$ cat src/shared/sgc_pkg.sv
// Constants for the global control and scratch register slice
package sgc_pkg;
   localparam int       ADDR_W          = 8;
   localparam int       DATA_W          = 8;
   localparam int       NUM_SCRATCH     = 3;
   localparam int       NUM_PORTS       = 3;
   localparam int       IND_W           = 4;
   // Register offsets
   localparam logic [7:0] OFF_GLOBAL_CTRL = 8'h0B;
   localparam logic [7:0] OFF_RESERVED    = 8'h0C;
   localparam logic [7:0] OFF_SCRATCH_ONE = 8'h0D;
   localparam logic [7:0] OFF_SCRATCH_TWO = 8'h0E;
   localparam logic [7:0] OFF_SCRATCH_THR = 8'h0F;
   localparam logic [7:0] OFF_PORT_BASE   = 8'h10;
   localparam logic [7:0] OFF_PORT_STRIDE = 8'h10;
   // Global control field positions
   localparam int       BIT_PWR_SAVE    = 6;
   localparam int       BIT_RSVD5       = 5;
   localparam int       BIT_TEST_MODE   = 4;
   localparam int       BIT_RSVD3       = 3;
   localparam int       BIT_RSVD2       = 2;
   localparam int       BIT_SCHEME_LOW  = 1;
   localparam int       BIT_TAG_SPECIAL = 0;
   // Bits software may change; bit 7 reads zero, bit 1 is loaded from the strap
   localparam logic [7:0] GCTRL_WR_MASK   = 8'h7F;
   localparam logic [7:0] GCTRL_RESET     = 8'h08;
   localparam logic [7:0] SCRATCH_RESET   = 8'h00;
   localparam logic [7:0] RESERVED_VALUE  = 8'h00;
   // Cycles after reset release until the synchronised strap is valid
   localparam logic [1:0] STRAP_SETTLE    = 2'h3;

   typedef enum logic [1:0] {
      SGC_SCHEME_A = 2'b00,
      SGC_SCHEME_B = 2'b01,
      SGC_SCHEME_C = 2'b10,
      SGC_SCHEME_D = 2'b11
   } sgc_scheme_t;

   // Offset of register idx of a given port (identical layout per port)
   function automatic logic [7:0] sgc_port_addr(input logic [1:0] port,
                                                input logic [3:0] idx);
      sgc_port_addr = OFF_PORT_BASE + ({6'h00, port} * OFF_PORT_STRIDE) + {4'h0, idx};
   endfunction

   function automatic logic sgc_is_scratch(input logic [7:0] addr);
      sgc_is_scratch = (addr == OFF_SCRATCH_ONE) || (addr == OFF_SCRATCH_TWO)
                       || (addr == OFF_SCRATCH_THR);
   endfunction
endpackage

$ cat src/shared/sgc_scratch_if.sv
// Carrier between the register top and the scratch store
`timescale 1ns/1ns
interface sgc_scratch_if;
   import sgc_pkg::*;
   logic              wr;
   logic              rd;
   logic [1:0]        idx;
   logic [DATA_W-1:0] wdata;
   logic [DATA_W-1:0] rdata;
   modport ctrl  (output wr, output rd, output idx, output wdata, input rdata);
   modport store (input wr, input rd, input idx, input wdata, output rdata);
endinterface

$ cat src/design/sgc_regs.sv
// Global control, reserved byte and scratch register slice of the switch
//
// Contract
// - Global control bit 6 set puts the PHYs into power save; resets 0.
// - Bit 1 drives only low indicator scheme select; reset value from strap pin.
// - High scheme select comes only from its strap; both pick the indicator map.
// - Bit 0 enables special tag handling for port 3 direct forwarding; resets 0.
// - Three 8-bit scratch bytes at 0x0D-0x0F, read/write, reset 0x00, no effect.
// - Byte 0x0C is reserved and reads zero.
// - Per-port registers share one layout, each port at its own address.
`timescale 1ns/1ns
module sgc_regs
   import sgc_pkg::*;
(
   input  wire logic                  clk_sys,
   input  wire logic                  rst_n,
   input  wire logic [ADDR_W-1:0]     reg_addr,
   input  wire logic [DATA_W-1:0]     reg_wdata,
   input  wire logic                  reg_wr,
   input  wire logic                  reg_rd,
   output logic      [DATA_W-1:0]     reg_rdata,
   input  wire logic                  strap_scheme_low,
   input  wire logic                  strap_scheme_high,
   input  wire logic [NUM_PORTS-1:0]  port_link,
   input  wire logic [NUM_PORTS-1:0]  port_activity,
   input  wire logic [NUM_PORTS-1:0]  port_full_duplex,
   input  wire logic [NUM_PORTS-1:0]  port_collision,
   input  wire logic [NUM_PORTS-1:0]  port_speed_100,
   output logic                       phy_power_save,
   output logic                       tag_special_en,
   output logic                       test_mode,
   output logic      [NUM_PORTS-1:0]  port_indicator_zero,
   output logic      [NUM_PORTS-1:0]  port_indicator_one,
   output logic      [NUM_PORTS-1:0]  port_indicator_two,
   output logic      [NUM_PORTS-1:0]  port_indicator_three
);
   // ************************************************************
   // Strap synchronisers
   // ************************************************************
   logic [1:0]        strap_low_sync_reg;
   logic [1:0]        strap_high_sync_reg;
   logic [1:0]        settle_cnt_reg;
   logic              strap_window;
   logic [DATA_W-1:0] gctrl_reg;
   logic [DATA_W-1:0] ctl_rdata_reg;
   sgc_scheme_t       scheme;
   sgc_scratch_if     scr_bus ();

   always_ff @(posedge clk_sys or negedge rst_n) begin
      if (!rst_n) begin
         strap_low_sync_reg  <= 2'h0;
         strap_high_sync_reg <= 2'h0;
      end else begin
         strap_low_sync_reg  <= {strap_low_sync_reg[0], strap_scheme_low};
         strap_high_sync_reg <= {strap_high_sync_reg[0], strap_scheme_high};
      end
   end

   // Strap pins are sampled after release; async reset may only load constants
   always_ff @(posedge clk_sys or negedge rst_n) begin
      if (!rst_n) begin
         settle_cnt_reg <= 2'h0;
      end else if (settle_cnt_reg != STRAP_SETTLE) begin
         settle_cnt_reg <= settle_cnt_reg + 2'h1;
      end
   end
   assign strap_window = (settle_cnt_reg != STRAP_SETTLE);

   // ************************************************************
   // Global control register
   // ************************************************************
   always_ff @(posedge clk_sys or negedge rst_n) begin
      if (!rst_n) begin
         gctrl_reg <= GCTRL_RESET;
      end else begin
         if (reg_wr && reg_addr == OFF_GLOBAL_CTRL) begin
            gctrl_reg <= reg_wdata & GCTRL_WR_MASK;
         end
         // Strap copy stays live until the synchroniser has settled
         if (strap_window) begin
            gctrl_reg[BIT_SCHEME_LOW] <= strap_low_sync_reg[1];
         end
      end
   end

   assign phy_power_save = gctrl_reg[BIT_PWR_SAVE];
   assign tag_special_en = gctrl_reg[BIT_TAG_SPECIAL];
   // Exposed so a stray one from software is visible; no logic here acts on it
   assign test_mode      = gctrl_reg[BIT_TEST_MODE];

   // ************************************************************
   // Indicator scheme
   // ************************************************************
   assign scheme = sgc_scheme_t'({strap_high_sync_reg[1], gctrl_reg[BIT_SCHEME_LOW]});

   always_ff @(posedge clk_sys or negedge rst_n) begin
      if (!rst_n) begin
         port_indicator_zero  <= '0;
         port_indicator_one   <= '0;
         port_indicator_two   <= '0;
         port_indicator_three <= '0;
      end else begin
         case (scheme)
            SGC_SCHEME_A: begin
               port_indicator_three <= '0;
               port_indicator_two   <= port_link & ~port_activity;
               port_indicator_one   <= port_full_duplex | port_collision;
               port_indicator_zero  <= port_speed_100;
            end
            SGC_SCHEME_B: begin
               port_indicator_three <= '0;
               port_indicator_two   <= port_link & port_speed_100 & ~port_activity;
               port_indicator_one   <= port_link & ~port_speed_100 & ~port_activity;
               port_indicator_zero  <= port_full_duplex;
            end
            SGC_SCHEME_C: begin
               port_indicator_three <= port_activity;
               port_indicator_two   <= port_link;
               port_indicator_one   <= port_full_duplex | port_collision;
               port_indicator_zero  <= port_speed_100;
            end
            default: begin
               // Scheme 11 has no defined mapping, indicators stay dark
               port_indicator_three <= '0;
               port_indicator_two   <= '0;
               port_indicator_one   <= '0;
               port_indicator_zero  <= '0;
            end
         endcase
      end
   end

   // ************************************************************
   // Register read path
   // ************************************************************
   assign scr_bus.wr    = reg_wr && sgc_is_scratch(reg_addr);
   assign scr_bus.rd    = reg_rd && sgc_is_scratch(reg_addr);
   assign scr_bus.idx   = 2'(reg_addr - OFF_SCRATCH_ONE);
   assign scr_bus.wdata = reg_wdata;

   sgc_scratch_mem u_scratch (
      .clk_sys (clk_sys),
      .rst_n   (rst_n),
      .bus     (scr_bus.store)
   );

   // Reserved byte, per-port range and unmapped offsets read zero here
   always_ff @(posedge clk_sys or negedge rst_n) begin
      if (!rst_n) begin
         ctl_rdata_reg <= '0;
      end else if (reg_rd && reg_addr == OFF_GLOBAL_CTRL) begin
         ctl_rdata_reg <= gctrl_reg;
      end else if (reg_rd && reg_addr == OFF_RESERVED) begin
         ctl_rdata_reg <= RESERVED_VALUE;
      end else begin
         ctl_rdata_reg <= '0;
      end
   end

   // Both sources are zero unless they answered, so no select flop is needed
   assign reg_rdata = ctl_rdata_reg | scr_bus.rdata;

   // ************************************************************
   // Assertions
   // ************************************************************
   a_power_save_follow : assert property (@(posedge clk_sys) disable iff (!rst_n)
      reg_wr && reg_addr == OFF_GLOBAL_CTRL |=> phy_power_save == $past(reg_wdata[6]))
      else $error("power save does not follow control bit 6");

   a_tag_special_follow : assert property (@(posedge clk_sys) disable iff (!rst_n)
      reg_wr && reg_addr == OFF_GLOBAL_CTRL |=> tag_special_en == $past(reg_wdata[0]))
      else $error("special tag enable does not follow control bit 0");

   a_strap_low_load : assert property (@(posedge clk_sys) disable iff (!rst_n)
      strap_window && !(reg_wr && reg_addr == OFF_GLOBAL_CTRL)
      |=> gctrl_reg[1] == $past(strap_low_sync_reg[1]))
      else $error("low scheme select not loaded from strap");

   a_scheme_high_strap : assert property (@(posedge clk_sys) disable iff (!rst_n)
      !strap_window |-> scheme[1] == $past(strap_scheme_high, 2))
      else $error("high scheme select not taken from its strap pin");

   a_scheme_c_activity : assert property (@(posedge clk_sys) disable iff (!rst_n)
      scheme == SGC_SCHEME_C ##1 scheme == SGC_SCHEME_C
      |-> port_indicator_three == $past(port_activity))
      else $error("scheme 10 activity indicator wrong");

   a_test_bit_reset : assert property (@(posedge clk_sys)
      $rose(rst_n) |-> !test_mode && gctrl_reg[3])
      else $error("test bit or bit 3 reset value wrong");

   a_reserved_reads_zero : assert property (@(posedge clk_sys) disable iff (!rst_n)
      reg_rd && reg_addr == OFF_RESERVED |=> reg_rdata == 8'h00)
      else $error("reserved byte read nonzero");

   a_port_range_zero : assert property (@(posedge clk_sys) disable iff (!rst_n)
      reg_rd && reg_addr >= sgc_port_addr(2'h0, 4'h0) |=> reg_rdata == 8'h00)
      else $error("port range read nonzero in this slice");

   a_gctrl_readback : assert property (@(posedge clk_sys) disable iff (!rst_n)
      reg_rd && reg_addr == OFF_GLOBAL_CTRL |=> reg_rdata == $past(gctrl_reg) && !reg_rdata[7])
      else $error("global control readback wrong");

   c_power_save_on  : cover property (@(posedge clk_sys) disable iff (!rst_n) $rose(phy_power_save));
   c_scratch_read   : cover property (@(posedge clk_sys) disable iff (!rst_n) scr_bus.rd ##1 reg_rdata != 8'h00);
   c_scheme_c_used  : cover property (@(posedge clk_sys) disable iff (!rst_n) scheme == SGC_SCHEME_C);
endmodule

$ cat src/design/sgc_scratch_mem.sv
// Three user scratch bytes with registered read data
`timescale 1ns/1ns
module sgc_scratch_mem
   import sgc_pkg::*;
(
   input wire logic        clk_sys,
   input wire logic        rst_n,
   sgc_scratch_if.store    bus
);
   logic [DATA_W-1:0] mem_reg [NUM_SCRATCH];

   always_ff @(posedge clk_sys or negedge rst_n) begin
      if (!rst_n) begin
         for (int i = 0; i < NUM_SCRATCH; i++) begin
            mem_reg[i] <= SCRATCH_RESET;
         end
      end else if (bus.wr && (bus.idx < 2'(NUM_SCRATCH))) begin
         mem_reg[bus.idx] <= bus.wdata;
      end
   end

   // Zero when no read, so the top can merge sources with an OR
   always_ff @(posedge clk_sys or negedge rst_n) begin
      if (!rst_n) begin
         bus.rdata <= '0;
      end else if (bus.rd && (bus.idx < 2'(NUM_SCRATCH))) begin
         bus.rdata <= mem_reg[bus.idx];
      end else begin
         bus.rdata <= '0;
      end
   end

   a_scratch_readback : assert property (@(posedge clk_sys) disable iff (!rst_n)
      bus.wr && bus.idx == 2'h0 ##1 !bus.wr ##0 bus.rd && bus.idx == 2'h0
      |=> bus.rdata == $past(bus.wdata, 2))
      else $error("scratch byte did not read back written value");
endmodule

$ cat config.mk
export PLATFORM = sky130hd
export DESIGN_NAME = sgc_regs
export DESIGN_NICKNAME = d
export VERILOG_FILES = /design/src/shared/sgc_pkg.sv /design/src/shared/sgc_scratch_if.sv /design/src/design/sgc_regs.sv /design/src/design/sgc_scratch_mem.sv
export SDC_FILE = /design/constraint.sdc
export NUM_CORES = 1
export LEC_CHECK = 0
export BUFFER_PORTS_ARGS = -buffer_cell sky130_fd_sc_hd__buf_2
export CORE_ASPECT_RATIO = 0.75
export CORE_MARGIN = 2
export CORE_UTILIZATION = 40
export DETAILED_ROUTE_END_ITERATION = 8
export PLACE_DENSITY = 0.73
export SLEW_MARGIN = 20
export SYNTH_ARGS = -nofsm -noshare
export SYNTH_HDL_FRONTEND = slang
export SYNTH_HIERARCHICAL = 1
export SYNTH_SLANG_ARGS = --single-unit
export TNS_END_PERCENT = 50
$ cat constraint.sdc
create_clock -name clk_sys -period 1.7 [get_ports clk_sys]
set_input_delay 0.085 -clock clk_sys [delete_from_list [all_inputs] [get_ports clk_sys]]
set_output_delay 0.085 -clock clk_sys [all_outputs]
set_load 0.05 [all_outputs]
# Yosys cells after proc, flatten, opt, wreduce, memory -nomap -nowiden
# Cells that the tools add are included.
# word_totals
reg_bits,64
in_bits,37
out_inout_bits,23
elab_cells,62
# op_classes
add_sub_neg,2
order_cmp,3
eq_ne,7
n_mux,14
bitwise,10
reduce_logical,12
# ops
cell,count
"8-bit by 4-bit == test with 1-bit output, second input constant",4
8-bit two-way mux,4
24-bit bitwise mux,1
8-bit binary-select mux with 2-bit select,1
8-bit demux with 2-bit select,1
3-bit AND,5
3-bit one-hot mux with 2 select lines,2
3-bit one-hot mux with 3 select lines,1
7-bit by 8-bit OR with 8-bit output,1
1-bit logical AND,7
7-bit two-way mux,1
3-bit inverter,2
"3-bit greater-or-equal comparator, second input constant",1
"3-bit by 1-bit < comparator with 1-bit output, second input constant",1
3-bit two-way mux,1
2-bit inverter with 3-bit output,1
3-bit OR,1
"2-bit by 1-bit adder with 2-bit output, second input constant",1
"2-bit by 1-bit == test with 1-bit output, second input constant",1
"2-bit == test, second input constant",1
2-bit logical NOT,1
1-bit logical OR,2
"2-bit < comparator, second input constant",1
2-bit two-way mux,1
5 further kinds,5

# Longest topological paths before layout
# logic_depth
word_depth,7
mapped_depth,7
mapped_depth_nobuf,7

# By module
# The synthesis kept the hierarchy.
# modules_own_cells
mod,n_inst,cells_each,area_per_inst_um2,seq_area_each_um2
sgc_scratch_mem,1,96,1375.1,800.8
sgc_regs,1,109,1326.3,802.0

# Least setup slack after synthesis
# Ideal clock, no wire load.
# synth_timing
path_kind,input port to flip-flop
from,input port reg_addr[5]
to,register u_scratch/mem_reg[16] (netlist name)
setup_time_ns,0.125
arrival_ns,1.766
slack_ns,-0.190
stages,5
path_buffers,0
path_cell_list,or4b_4 nor3_1 and2_1 nor3b_4 mux2_2
# synth_via
elab_chain_len,5
word_cells_on_any_way,7
cone_classes,eq/ne: 3; reduce/logical: 4
# synth_lines
element,line_no,source
"start, declared",sgc_regs.sv:17,"input wire logic [ADDR_W-1:0] reg_addr,"
8-bit by 4-bit == test with 1-bit output,sgc_pkg.sv:46,sgc_is_scratch = (addr == OFF_SCRATCH_ONE) || (addr == OFF_SCRATCH_TWO)
1-bit logical OR,sgc_pkg.sv:46,
1-bit logical OR *,sgc_pkg.sv:47,|| (addr == OFF_SCRATCH_THR);
1-bit logical AND *,sgc_regs.sv:136,assign scr_bus.wr = reg_wr && sgc_is_scratch(reg_addr);
via scr_bus.wr,sgc_scratch_if.sv:5,logic wr;
1-bit logical AND *,sgc_scratch_mem.sv:17,end else if (bus.wr && (bus.idx < 2'(NUM_SCRATCH))) begin
"end signal, assigned by index",sgc_scratch_mem.sv:18,mem_reg[bus.idx] <= bus.wdata;
"end, declared",sgc_scratch_mem.sv:10,logic [DATA_W-1:0] mem_reg [NUM_SCRATCH];
# The timed path passes the listed nets; every way through them passes the cells marked *.
# A chain may end at the register's enable or synchronous reset.

# Worst setup path in the final report
# Same ends and word-level chain as after synthesis.

==> summary.md <==
| Metric | Value |
|---|---|
| Final setup viols | `0` |
| Period minus WS final | `1.539 ns` |
| Register bit total from synthesis | `64` |
| Antenna violations before repair | `0` |
| Syn Area/Cell | `13.18 µm²` |
| Final Hold Vio Count | `0` |
| DR pass1 iterations | `4` |
| VDD IR-drop max | `0.3802 mV` |
| Register area share after synthesis | `59.33%` |
| Max_cap viols | `0` |
| Synth Cell Area | `0.002701 mm²` |
| Placed cells | `351` |
| Die area | `0.007434 mm²` |
| Slowest CP cell | `or4b_4` |
| ANT cells | `0` |
| Core area | `0.006412 mm²` |
| Layout area overhead | `29.92%` |
| Post-synth top area cell | `dfrtp_1` |
| Gr usage total | `17.10%` |
| Worst Path Required | `1.93 ns` |
| Leak | `1.834 nW` |
| Final Util | `54.73%` |
| Vert. Die Dim | `75.17 µm` |
| Clock sinks | `64` |
| TritonCTS clock tree | `yes` |
| Hold Crit Start | `port_collision[2]` |
| Die Width | `98.89 µm` |
| Hold Path Class | `input pin to flop` |
| Top FF cell, synth | `dfrtp_1` |
| Area share of xor/xnor cells in the synthesized design | `0.3242%` |
| CP startpoint | `reg_addr[5]` |
| Max reg flops | `24` |
| Clock share of power | `39.4%` |
| Synth unique cells | `34` |
| Io pins | `60` |
| Area share of the largest cell type after synthesis | `58.36%` |
| Buffers plus inverters on the worst setup path | `2` |
| Largest family of logic cells by synthesized area | `multiplexers` |
| Max-slew violations | `0` |
| Port-buffer cells | `59` |
| Crit Path Category | `input pin to flop` |
| Critical path, cell by cell | `buf_2, or4b_4, nor3_2, and2_4, nor3b_4, buf_4, mux2_2` |
| Worst-margin pin slew | `0.4542 ns` |
| DR DRC count | `0` |
| Post-DR vias/cell | `4.889` |
| H-tree levels | `3` |
| Layout Nets | `335` |
| Pint | `2.433 mW` |
| Synth top cells by count | `63 x dfrtp_1, 30 x mux2_2, 19 x and2_1` |
| Yosys warnings | `6` |
| Clk Latency, worst-skew pair | `0.34 ns` |
| CP arrival | `1.77 ns` |
| Post-Synth Simple-Gate Area | `15.38%` |
| FFs w/ async S/R, synth | `100.0%` |
| Setup Skew | `0.006081 ns` |
| Global-route wire length before repair | `9494 µm` |
| GP Congestion | `0.8821` |
| Storage cell area | `0.001603 mm²` |
| Multi-input logic area | `0.001037 mm²` |
| Rel. slew slack | `69.72%` |
| Net Sw Frac | `25.16%` |
| Initial Util | `42.13%` |
| Top-count cell post-synth | `dfrtp_1` |
| Setup crit end kind | `flop` |
| Max Clk Rate | `649.9 MHz` |
| FF-to-FF Start | `gctrl_reg[1]` |
| DP Wirelength | `3836 µm` |
| Net switching power | `0.8183 mW` |
| Vias in the first global route | `2028` |
| DRT iter0 DRCs | `80` |
| Largest net degree at the start of global routing | `65` |
| # Post-CTS Setup Buffers | `0` |
| Cell Pwr Density | `926.5 mW/mm²` |
| Setup_tns | `0 ns` |
| Design Area, Final | `0.003510 mm²` |
| Crit share post-route | `90.52%` |
| Root buf cell | `clkbuf_8` |
| Synth area leaders | `dfrtp_1 58%, mux2_2 13%, and2_1 4.4%, mux2i_1 3.0%, o21ai_0 2.6%` |
| Syn Nets | `246` |
| Fillers | `542` |
| Row cnt | `25` |
| Share of cell area taken by muxes after synthesis | `15.89%` |
| Final WL | `5603 µm` |
| Post-synthesis compound-gate area fraction | `4.678%` |
| Syn Inst Count | `205` |
| CP startpoint kind | `input pin` |
| CTS max path bufs | `2` |
| Layout cell share with drive strength beyond 1 | `44.15%` |
| Placed inst area | `0.003182 mm²` |
| Status | `complete, no violations` |
| Unrepaired setup endpoints after global routing | `no` |
| Non-Filler Instances | `380` |
| Final worst slack | `0.1612 ns` |
| Hold slack | `0.007402 ns` |
| Post-CTS sizing | `0` |
| Total CTS buffers | `9` |
| Worst Path Max Fanout | `8` |
| Post-route ant nets | `0` |
| Post-layout power | `3.252 mW` |
| Worst slack at placement | `-0.1925 ns` |
| Sequential share of power | `49.5%` |
| WL/cell | `14.74 µm` |
| Grt ovf | `0` |
| Largest stage delay, worst path | `0.53 ns` |
| Critical path's top delay family | `simple AND/OR/NAND/NOR gates` |
| Worst-path clk slew | `0.07 ns` |
| DR vias | `1858` |
| Power share of the combinational group | `11.1%` |
| Post-synthesis adder-cell area fraction | `1.853%` |
| Post-synth EDFFs | `0` |
placed cells by master, fill, tap and decap left out, types with 7 or more instances in the layout:
master / n
inv_1: 8
dfrtp_1: 63
buf_2: 59
mux2_2: 30
and2_1: 18
o21ai_0: 14
or2_2: 7
nand3b_1: 9
dlygate4sd3_1: 13
clkbuf_8: 10
buf_4: 10
mux2i_1: 8
logic make-up (layout without fill, tap and decap cells):
group | after synthesis | count (layout)
XOR/XNOR | 1 | 1
multiplexers | 39 | 39
AO/OA/AOI/OAI | 22 | 22
buffers and inverters | 14 | 108
AND/OR/NAND/NOR | 61 | 61
adder cells (fa/ha/maj) | 4 | 4
flip-flops | 64 | 64
power by group through the flow:
stage               logic (mW)  registers (mW)  clock network (mW)
finish                   0.361            1.61                1.28
global route             0.393            1.62                1.40
CTS                      0.364            1.61                1.32
detailed placement       0.341            1.64                   0
global placement         0.332            1.63                   0
floorplan                0.123            1.71                   0
layer usage:
metal | part of all wire (%) | GRT usage [%] | wire [µm]
met1 | 43 | 19.84 | 2430
met2 | 48 | 28.53 | 2716
met3 | 5.3 | 7.335 | 295
met4 | 2.9 | 7.002 | 161
met5 | 0 | 0 | 0
worst register-to-register path: stages, from the launching register on:
cell and delay [ns]:
dfrtp_1 0.62, nor2b_1 0.28, nand2_1 0.08, o21ai_0 0.11
path summary, 6_finish.rpt:
kind                                           to  slack (ns)  cells past startpoint
setup / recovery            u_scratch/mem_reg[16]        0.16                      7
min in group asynchronous   strap_low_sync_reg[0]        0.27                      3
max in group asynchronous            gctrl_reg[3]        1.10                      3
hold reg to reg             strap_low_sync_reg[1]        0.35                      0
setup reg to reg           port_indicator_zero[0]        0.51                      3
hold / removal              port_indicator_one[2]       0.007                      3
area by class of cell:
type                       count  share of cell area, %
sequential                    64                  45.67
multi-input combinational    127                  29.55
timing repair buffer          84                  15.40
clock buffer                  11                  4.029
tap                           81                  2.888
clock inverter                 5                  1.604
inverter                       8                 0.8556
repair_timing:
action | CTS | global route
hold buffers | 13 | 0
setup endpoints to repair | 0 | 0
endpoints found under the hold margin | 76 | 0
Note: power is estimated with default switching activity, not from simulation.
